--- src/design/dpr_host_pkg.sv ---
// constants, register map and timing for the dual-port memory port controller
package dpr_host_pkg;

  // memory port shape
  localparam int ADDR_W = 10;
  localparam int DATA_W = 8;
  localparam logic [9:0] MBOX_LEFT_ADDR = 10'h3fe;
  localparam logic [9:0] MBOX_RIGHT_ADDR = 10'h3ff;

  // software register bus shape
  localparam int AXI_AW = 8;
  localparam int AXI_DW = 32;

  // register byte offsets
  localparam logic [7:0] REG_CTRL = 8'h00;
  localparam logic [7:0] REG_ADDR = 8'h04;
  localparam logic [7:0] REG_WDATA = 8'h08;
  localparam logic [7:0] REG_STATUS = 8'h0c;
  localparam logic [7:0] REG_RDATA = 8'h10;

  // field positions
  localparam int CTRL_START_BIT = 0;
  localparam int CTRL_WRITE_BIT = 1;
  localparam int STAT_BUSY_BIT = 0;
  localparam int STAT_DONE_BIT = 1;
  localparam int STAT_STALL_BIT = 2;
  localparam int STAT_CONT_BIT = 3;
  localparam int STAT_MBOX_BIT = 4;

  // values after reset
  localparam logic [9:0] ADDR_RESET = 10'h000;
  localparam logic [7:0] DATA_RESET = 8'h00;

  // bus responses
  localparam logic [1:0] RESP_OKAY = 2'h0;

  // clock and pin timing, clock period in ps, pin times in ns
  localparam int CLK_PERIOD_PS = 25000;
  localparam int FLAG_ACCESS_NS = 20;
  localparam int WRITE_TO_FLAG_GAP_NS = 0;
  localparam int WRITE_PULSE_NS = 30;
  localparam int WRITE_HOLD_AFTER_RELEASE_NS = 20;
  localparam int READ_ACCESS_NS = 35;
  localparam int RELEASE_TO_DATA_DELAY_NS = 35;

  // least time in ns rounded up to whole cycles, never under one
  function automatic int min_cycles(input int ns);
    int c;
    c = (ns * 1000 + CLK_PERIOD_PS - 1) / CLK_PERIOD_PS;
    return (c < 1) ? 1 : c;
  endfunction : min_cycles

  localparam int FLAG_CYC = min_cycles(FLAG_ACCESS_NS + WRITE_TO_FLAG_GAP_NS);
  localparam int WPULSE_CYC = min_cycles(WRITE_PULSE_NS);
  localparam int HOLD_CYC = min_cycles(WRITE_HOLD_AFTER_RELEASE_NS);
  localparam int READ_CYC = min_cycles(READ_ACCESS_NS);
  localparam int RELEASE_CYC = min_cycles(RELEASE_TO_DATA_DELAY_NS);

  // word decode of a bus address against a register offset
  function automatic logic reg_hit(input logic [7:0] addr, input logic [7:0] off);
    return addr[7:2] == off[7:2];
  endfunction : reg_hit

endpackage : dpr_host_pkg

--- src/design/dpr_axil_port.sv ---
// axi4-lite slave front end: one write and one read at a time, hands out register strobes
module dpr_axil_port (
  // clock and reset
  input wire logic i_clk,
  input wire logic i_rst,
  // write address and data channels
  input wire logic i_awvalid,
  output logic o_awready,
  input wire logic [dpr_host_pkg::AXI_AW-1:0] i_awaddr,
  input wire logic i_wvalid,
  output logic o_wready,
  input wire logic [dpr_host_pkg::AXI_DW-1:0] i_wdata,
  input wire logic [3:0] i_wstrb,
  // write response channel
  output logic o_bvalid,
  input wire logic i_bready,
  output logic [1:0] o_bresp,
  // read channels
  input wire logic i_arvalid,
  output logic o_arready,
  input wire logic [dpr_host_pkg::AXI_AW-1:0] i_araddr,
  output logic o_rvalid,
  input wire logic i_rready,
  output logic [dpr_host_pkg::AXI_DW-1:0] o_rdata,
  output logic [1:0] o_rresp,
  // register side
  output logic o_wr_en,
  output logic [dpr_host_pkg::AXI_AW-1:0] o_wr_addr,
  output logic [dpr_host_pkg::AXI_DW-1:0] o_wr_data,
  output logic [3:0] o_wr_strb,
  output logic [dpr_host_pkg::AXI_AW-1:0] o_rd_addr,
  input wire logic [dpr_host_pkg::AXI_DW-1:0] i_rd_data
);
  import dpr_host_pkg::*;

  logic aw_full_q;
  logic w_full_q;
  logic bvalid_q;
  logic rvalid_q;
  logic [AXI_AW-1:0] aw_addr_q;
  logic [AXI_DW-1:0] w_data_q;
  logic [3:0] w_strb_q;
  logic [AXI_DW-1:0] rdata_q;
  wire aw_take;
  wire w_take;
  wire ar_take;

  // channels are held until both halves of a write are present; no new write until bresp is taken
  assign o_awready = !aw_full_q && !bvalid_q;
  assign o_wready = !w_full_q && !bvalid_q;
  assign aw_take = i_awvalid && o_awready;
  assign w_take = i_wvalid && o_wready;
  assign o_wr_en = aw_full_q && w_full_q && !bvalid_q;
  assign o_wr_addr = aw_addr_q;
  assign o_wr_data = w_data_q;
  assign o_wr_strb = w_strb_q;
  assign o_bvalid = bvalid_q;
  assign o_bresp = RESP_OKAY;

  // read data is sampled when the address is taken, so it reflects that cycle's state
  assign o_arready = !rvalid_q;
  assign ar_take = i_arvalid && o_arready;
  assign o_rd_addr = i_araddr;
  assign o_rvalid = rvalid_q;
  assign o_rdata = rdata_q;
  assign o_rresp = RESP_OKAY;

  // write path holding registers
  always_ff @(posedge i_clk) begin
    if (i_rst) begin
      aw_full_q <= 1'b0;
      w_full_q <= 1'b0;
      bvalid_q <= 1'b0;
      aw_addr_q <= '0;
      w_data_q <= '0;
      w_strb_q <= '0;
    end else begin
      if (aw_take) begin
        aw_full_q <= 1'b1;
        aw_addr_q <= i_awaddr;
      end else if (o_wr_en) begin
        aw_full_q <= 1'b0;
      end
      if (w_take) begin
        w_full_q <= 1'b1;
        w_data_q <= i_wdata;
        w_strb_q <= i_wstrb;
      end else if (o_wr_en) begin
        w_full_q <= 1'b0;
      end
      if (o_wr_en) begin
        bvalid_q <= 1'b1;
      end else if (i_bready) begin
        bvalid_q <= 1'b0;
      end
    end
  end

  // read path
  always_ff @(posedge i_clk) begin
    if (i_rst) begin
      rvalid_q <= 1'b0;
      rdata_q <= '0;
    end else if (ar_take) begin
      rvalid_q <= 1'b1;
      rdata_q <= i_rd_data;
    end else if (i_rready) begin
      rvalid_q <= 1'b0;
    end
  end

endmodule : dpr_axil_port

--- src/design/dpr_port_host.sv ---
// host controller for one port of an asynchronous two-port memory with contention and mailbox flags
//
// Added by the designer: the AXI4-Lite slave port and the register offsets.
module dpr_port_host (
  // clock and reset
  input wire logic I_SYS_CLK,
  input wire logic I_SYS_RST,
  // axi4-lite register bus
  input wire logic I_AWVALID,
  output logic O_AWREADY,
  input wire logic [dpr_host_pkg::AXI_AW-1:0] I_AWADDR,
  input wire logic I_WVALID,
  output logic O_WREADY,
  input wire logic [dpr_host_pkg::AXI_DW-1:0] I_WDATA,
  input wire logic [3:0] I_WSTRB,
  output logic O_BVALID,
  input wire logic I_BREADY,
  output logic [1:0] O_BRESP,
  input wire logic I_ARVALID,
  output logic O_ARREADY,
  input wire logic [dpr_host_pkg::AXI_AW-1:0] I_ARADDR,
  output logic O_RVALID,
  input wire logic I_RREADY,
  output logic [dpr_host_pkg::AXI_DW-1:0] O_RDATA,
  output logic [1:0] O_RRESP,
  // memory port pins
  output logic [dpr_host_pkg::ADDR_W-1:0] O_PORT_ADDR,
  output logic O_PORT_CS_N,
  output logic O_PORT_WE_N,
  output logic O_PORT_OE_N,
  input wire logic [dpr_host_pkg::DATA_W-1:0] I_PORT_DATA,
  output logic [dpr_host_pkg::DATA_W-1:0] O_PORT_DATA,
  output logic O_PORT_DATA_OE,
  // flags from the memory
  input wire logic I_CONTENTION_FLAG_N,
  input wire logic I_MAILBOX_FLAG_N
);
  import dpr_host_pkg::*;

  typedef enum logic [4:0] {
    ST_IDLE = 5'b00001,
    ST_SETUP = 5'b00010,
    ST_WPULSE = 5'b00100,
    ST_RWAIT = 5'b01000,
    ST_FINISH = 5'b10000
  } op_state_e;

  op_state_e state_q;
  op_state_e state_d;
  logic [3:0] cnt_q;
  logic [3:0] cnt_d;
  logic is_write_q;
  logic [ADDR_W-1:0] addr_q;
  logic [DATA_W-1:0] wdata_q;
  logic [ADDR_W-1:0] pin_addr_q;
  logic [DATA_W-1:0] pin_data_q;
  logic [DATA_W-1:0] rdata_q;
  logic done_q;
  logic stall_q;
  logic wr_en;
  logic [AXI_AW-1:0] wr_addr;
  logic [AXI_DW-1:0] wr_data;
  logic [3:0] wr_strb;
  logic [AXI_AW-1:0] rd_addr;
  logic [AXI_DW-1:0] rd_data;
  logic [AXI_DW-1:0] status_word;

  // register bus front end
  dpr_axil_port u_bus (
    .i_clk(I_SYS_CLK),
    .i_rst(I_SYS_RST),
    .i_awvalid(I_AWVALID),
    .o_awready(O_AWREADY),
    .i_awaddr(I_AWADDR),
    .i_wvalid(I_WVALID),
    .o_wready(O_WREADY),
    .i_wdata(I_WDATA),
    .i_wstrb(I_WSTRB),
    .o_bvalid(O_BVALID),
    .i_bready(I_BREADY),
    .o_bresp(O_BRESP),
    .i_arvalid(I_ARVALID),
    .o_arready(O_ARREADY),
    .i_araddr(I_ARADDR),
    .o_rvalid(O_RVALID),
    .i_rready(I_RREADY),
    .o_rdata(O_RDATA),
    .o_rresp(O_RRESP),
    .o_wr_en(wr_en),
    .o_wr_addr(wr_addr),
    .o_wr_data(wr_data),
    .o_wr_strb(wr_strb),
    .o_rd_addr(rd_addr),
    .i_rd_data(rd_data)
  );

  // register write decode; a start while busy is dropped
  wire idle = (state_q == ST_IDLE);
  wire ctrl_wr = wr_en && reg_hit(wr_addr, REG_CTRL) && wr_strb[0];
  wire start = ctrl_wr && wr_data[CTRL_START_BIT] && idle;
  wire addr_wr = wr_en && reg_hit(wr_addr, REG_ADDR);
  wire wdata_wr = wr_en && reg_hit(wr_addr, REG_WDATA) && wr_strb[0];
  wire status_wr = wr_en && reg_hit(wr_addr, REG_STATUS) && wr_strb[0];
  wire cont_low = !I_CONTENTION_FLAG_N;
  wire op_end = (state_q == ST_FINISH);
  wire read_take = (state_q == ST_RWAIT) && (cnt_q == 4'h0) && !cont_low;

  // status reflects live flags so software can see a pending mailbox without reading memory
  assign status_word = {27'h0, !I_MAILBOX_FLAG_N, cont_low, stall_q, done_q, !idle};
  assign rd_data = reg_hit(rd_addr, REG_CTRL) ? {30'h0, is_write_q, 1'b0} :
                   reg_hit(rd_addr, REG_ADDR) ? {22'h0, addr_q} :
                   reg_hit(rd_addr, REG_WDATA) ? {24'h0, wdata_q} :
                   reg_hit(rd_addr, REG_STATUS) ? status_word :
                   reg_hit(rd_addr, REG_RDATA) ? {24'h0, rdata_q} : 32'h0;

  // software-visible registers; done and stall sets win over a same-cycle clear
  always_ff @(posedge I_SYS_CLK) begin
    if (I_SYS_RST) begin
      is_write_q <= 1'b0;
      addr_q <= ADDR_RESET;
      wdata_q <= DATA_RESET;
      done_q <= 1'b0;
      stall_q <= 1'b0;
    end else begin
      if (ctrl_wr && idle) begin
        is_write_q <= wr_data[CTRL_WRITE_BIT];
      end
      if (addr_wr) begin
        addr_q <= wr_data[ADDR_W-1:0];
      end
      if (wdata_wr) begin
        wdata_q <= wr_data[DATA_W-1:0];
      end
      done_q <= op_end | (done_q & ~(status_wr & wr_data[STAT_DONE_BIT]));
      stall_q <= (!idle & cont_low) | (stall_q & ~(status_wr & wr_data[STAT_STALL_BIT]));
    end
  end

  // pin sequencing: write-pulse and read-wait counts reload while contention is low, so release starts the wait afresh
  always_comb begin
    state_d = state_q;
    cnt_d = cnt_q;
    unique case (state_q)
      ST_IDLE: begin
        if (start) begin
          state_d = ST_SETUP;
          cnt_d = 4'(FLAG_CYC);
        end
      end
      ST_SETUP: begin
        if (cnt_q != 4'h0) begin
          cnt_d = cnt_q - 4'h1;
        end else if (is_write_q) begin
          state_d = ST_WPULSE;
          cnt_d = 4'(WPULSE_CYC);
        end else begin
          state_d = ST_RWAIT;
          cnt_d = 4'(READ_CYC);
        end
      end
      ST_WPULSE: begin
        if (cont_low) begin
          cnt_d = 4'(HOLD_CYC);
        end else if (cnt_q != 4'h0) begin
          cnt_d = cnt_q - 4'h1;
        end else begin
          state_d = ST_FINISH;
        end
      end
      ST_RWAIT: begin
        if (cont_low) begin
          cnt_d = 4'(RELEASE_CYC);
        end else if (cnt_q != 4'h0) begin
          cnt_d = cnt_q - 4'h1;
        end else begin
          state_d = ST_FINISH;
        end
      end
      ST_FINISH: begin
        state_d = ST_IDLE;
      end
    endcase
  end

  // state, pin latches and read capture
  always_ff @(posedge I_SYS_CLK) begin
    if (I_SYS_RST) begin
      state_q <= ST_IDLE;
      cnt_q <= 4'h0;
      pin_addr_q <= ADDR_RESET;
      pin_data_q <= DATA_RESET;
      rdata_q <= DATA_RESET;
    end else begin
      state_q <= state_d;
      cnt_q <= cnt_d;
      if (start) begin
        pin_addr_q <= addr_q;
        pin_data_q <= wdata_q;
      end
      if (read_take) begin
        rdata_q <= I_PORT_DATA;
      end
    end
  end

  // pins: address and data stay latched for the whole access; data is driven only on writes
  assign O_PORT_ADDR = pin_addr_q;
  assign O_PORT_DATA = pin_data_q;
  assign O_PORT_CS_N = !(state_q inside {ST_SETUP, ST_WPULSE, ST_RWAIT});
  assign O_PORT_WE_N = (state_q != ST_WPULSE);
  assign O_PORT_OE_N = (state_q != ST_RWAIT);
  assign O_PORT_DATA_OE = is_write_q && (state_q inside {ST_SETUP, ST_WPULSE});

  // helper ages: cycles since select fell and since contention was last seen low
  logic [3:0] cs_age_q;
  logic [3:0] free_age_q;
  always_ff @(posedge I_SYS_CLK) begin
    if (I_SYS_RST) begin
      cs_age_q <= 4'h0;
      free_age_q <= 4'h0;
    end else begin
      cs_age_q <= O_PORT_CS_N ? 4'h0 : ((cs_age_q == 4'hf) ? cs_age_q : cs_age_q + 4'h1);
      free_age_q <= cont_low ? 4'h0 : ((free_age_q == 4'hf) ? free_age_q : free_age_q + 4'h1);
    end
  end

  a_strobe_after_flag: assert property (@(posedge I_SYS_CLK) disable iff (I_SYS_RST)
    $fell(O_PORT_WE_N) |-> !O_PORT_CS_N && cs_age_q >= 4'(FLAG_CYC))
    else $error("write strobe fell before contention flag could settle");

  a_hold_after_release: assert property (@(posedge I_SYS_CLK) disable iff (I_SYS_RST)
    $rose(O_PORT_WE_N) |-> $past(free_age_q) >= 4'(HOLD_CYC))
    else $error("write strobe released too soon after contention ended");

  a_strobe_held_stall: assert property (@(posedge I_SYS_CLK) disable iff (I_SYS_RST)
    !O_PORT_WE_N && cont_low |=> !O_PORT_WE_N)
    else $error("write strobe dropped while contention flag was low");

  a_read_after_release: assert property (@(posedge I_SYS_CLK) disable iff (I_SYS_RST)
    read_take |-> free_age_q >= 4'(RELEASE_CYC) && !O_PORT_OE_N)
    else $error("read data taken before release-to-data delay");

  a_read_access_time: assert property (@(posedge I_SYS_CLK) disable iff (I_SYS_RST)
    $fell(O_PORT_OE_N) |-> !read_take [*2])
    else $error("read data taken before access time");

  a_no_bus_fight: assert property (@(posedge I_SYS_CLK) disable iff (I_SYS_RST)
    O_PORT_DATA_OE |-> O_PORT_OE_N)
    else $error("data driven while memory output enabled");

  a_done_follows: assert property (@(posedge I_SYS_CLK) disable iff (I_SYS_RST)
    start ##1 (!cont_low) [*8] |-> ##[1:4] done_q)
    else $error("uncontended access did not finish in time");

endmodule : dpr_port_host

--- config.mk ---
export PLATFORM = sky130hd
export DESIGN_NAME = dpr_port_host
export DESIGN_NICKNAME = d
export VERILOG_FILES = /design/src/design/dpr_host_pkg.sv /design/src/design/dpr_axil_port.sv /design/src/design/dpr_port_host.sv
export SDC_FILE = /design/constraint.sdc
export NUM_CORES = 1
export LEC_CHECK = 0
export ABC_CLOCK_PERIOD_IN_PS = 3900
export BUFFER_PORTS_ARGS = -buffer_cell sky130_fd_sc_hd__clkbuf_2
export CAP_MARGIN = 20
export CORE_ASPECT_RATIO = 1.25
export CORE_UTILIZATION = 50
export DETAILED_ROUTE_END_ITERATION = 16
export HOLD_SLACK_MARGIN = 0.08
export PLACE_DENSITY = 0.75
export SYNTH_ARGS = -nofsm -noshare
export SYNTH_HDL_FRONTEND = slang
export SYNTH_HIERARCHICAL = 1
export SYNTH_SLANG_ARGS = --single-unit
--- constraint.sdc ---
create_clock -name I_SYS_CLK -period 3.9 [get_ports I_SYS_CLK]
set_input_delay 0.195 -clock I_SYS_CLK [delete_from_list [all_inputs] [get_ports I_SYS_CLK]]
set_output_delay 0.195 -clock I_SYS_CLK [all_outputs]
set_load 0.02 [all_outputs]
==> results_dict.tcl <==
set metrics [dict create \
    dr.pass1.iters 4 \
    ir_drop_mv 0.282 \
    stdcell_count 802 \
    rsz0062_at_grt "false" \
    whs_ns 0.0737 \
    die_w_um 89.1 \
    min_period_ns 2.60 \
    drive_gt1_share_pct 19.7 \
    dieArea_mm2 0.00989 \
    cts_tree "built" \
    htree_levels 3 \
    synth_cells 576 \
    yosys_warnings 6 \
    maxCapViolations 0 \
    placed_cells 769 \
    comb_power_share_pct 11.0 \
    area_growth_pct 18.9 \
    wl_per_cell_um 13.2 \
    grt_pass1_wl_um 17700 \
    gp_congestion 0.832 \
    skew_ns 0.00833 \
    cts_num_sinks 109 \
    antenna_cells 0 \
    critPathKind "flip-flop to flip-flop" \
    end_kind "flip-flop" \
    final_antenna_net_count 0 \
    nets 745 \
    cts_root_buf "clkbuf_16" \
    cts_buffers 9 \
    fin_crit_sh_pct 66.7 \
    post-route-drc-count 0 \
    routed_via_density 5.08 \
    leakagePower_nw 2.46 \
    ctsResizeCount 0 \
    gr-total-overflow 0 \
    cts.clk_slew.worst_paths_ns 0.07 \
    power.switching_w 0.000583 \
    dpl.hpwl_um 7520 \
    arrival_ns 2.86 \
    maxClockFrequency_ghz 0.385 \
    setup_tns_ns 0 \
    utilization_pct 61.5 \
    clk_latency_ns 0.35 \
    initial_core_util_pct 51.7 \
    switching_share_pct 25.4 \
    setup_viol_count_final 0 \
    crit_fanout 18 \
    track_usage_pct 22.6 \
    slew_headroom_pct 51.1 \
    maxSlewViolCount 0 \
    min_path_type "input pin to flip-flop" \
    antenna_found_initial 0 \
    cp-start-kind "flip-flop" \
    grt_pass1_vias 3831 \
    rows 39 \
    design.core.area_mm2 0.00917 \
    required_ns 4.16 \
    grt_max_degree 66 \
    syn_area_mm2 0.00475 \
    drtIter0Drc 231 \
    die_h_um 111 \
    clock_path_buffers 2 \
    p_per_area_mw_per_mm2 407 \
    clockPowerShare_pct 37.7 \
    p_int_w 0.00171 \
    seqPwrFrac_pct 51.3 \
    vias 4075 \
    worst_pin_slew_ns 0.730 \
    fillers 847 \
    hold_viol 0 \
    status "completed" \
    wirelength_um 10600 \
    syn_area_per_cell_um2 8.24 \
    io_pins 132 \
    io_buffers 98 \
]
-- sequential cells by signal (all words and copies together), names as in the netlist --
signal	count
u_bus/o_wr_strb	1
u_bus/w_full_q	1
u_bus/o_wr_addr	6
u_bus/o_rdata	32
cnt_q	4
O_PORT_DATA	8
u_bus/o_rvalid	1
u_bus/o_bvalid	1
stall_q	1
u_bus/aw_full_q	1
wdata_q	8
addr_q	10
state_q	5
is_write_q	1
rdata_q	8
u_bus/o_wr_data	10
done_q	1
O_PORT_ADDR	10
-- layout make-up --
class / count / area (µm²) / share of cell area (%)
tap: 123 / 154 / 2.73
multi-input combinational: 423 / 2280 / 40.4
clock inverter: 5 / 35.0 / 0.621
timing repair buffer: 118 / 691 / 12.2
sequential: 109 / 2180 / 38.7
clock buffer: 11 / 253 / 4.48
inverter: 13 / 48.8 / 0.865
-- layout by cell type (no fill, tap or decap), types with 2 or more instances in the layout --
cell type and count:
o211ai_1 2, or3_1 2, clkbuf_16 9, nor2b_1 5
mux2i_1 28, clkinvlp_4 4, nor3b_1 4, xor2_1 2
nor4b_2 2, nor2_1 37, a311oi_1 2, dlygate4sd3_1 16
buf_4 4, and2_1 5, a22oi_1 5, nand2_1 150
dfxtp_1 109, clkbuf_8 2, nor3_1 8, nand4_1 3
nand3b_1 3, nand3_1 3, ha_1 2, nand4b_1 4
inv_1 13, a21oi_1 81, clkbuf_2 97, o21ai_0 9
conb_1 26, and3_1 2, nand2b_1 5
-- power groups by stage --
stage               Sequential, W  Clock [W]  Combinational (W)
floorplan                 0.00121          0           0.000181
global placement          0.00120          0           0.000229
detailed placement        0.00120          0           0.000235
CTS                       0.00118   0.000883           0.000249
global route              0.00118   0.000939           0.000279
finish                    0.00118   0.000865           0.000253
-- critical path: stages (launching register included) --
cell     delay (ns)
dfxtp_1        0.43
inv_1          0.08
nor3_1         0.51
nor4b_2        0.54
and4_1         0.66
nand2_1        0.13
a21oi_1        0.17
-- timing repair --
action,CTS,global route
hold endpoints to repair,16,0
setup buffers,0,0
hold buffers,16,0
-- metrics by stage --
stage                     setup WS, ns  total power (W)  area, µm²
after floorplan                   1.85          0.00139       4840
after global placement            1.52          0.00143       5180
after detailed placement          1.35          0.00144       5180
after CTS                         1.32          0.00231       5630
after global routing              1.03          0.00240       5640
final                             1.30          0.00230       5640
-- layer usage --
| layer | global-route usage (%) | vias up | wire length, µm |
|---|---|---|---|
| met2 | 35.1 | 107 | 4990 |
| met4 | 8.36 | 0 | 213 |
| met5 | 0 | - | 0 |
| met3 | 4.91 | 17 | 561 |
| li1 | - | 2090 | - |
| met1 | 30.5 | 1861 | 4840 |
-- final timing paths --
check	from	to	slack (ns)	cells past startpoint
max	u_bus/w_full_q	O_PORT_ADDR[4]	1.30	6
min	I_WDATA[1]	u_bus/o_wr_data[1]	0.07	3
max reg2reg	u_bus/w_full_q	O_PORT_ADDR[4]	1.30	6
min reg2reg	O_PORT_DATA[7]	O_PORT_DATA[7]	0.45	2
No activity file was read; power rests on OpenSTA's default activity.
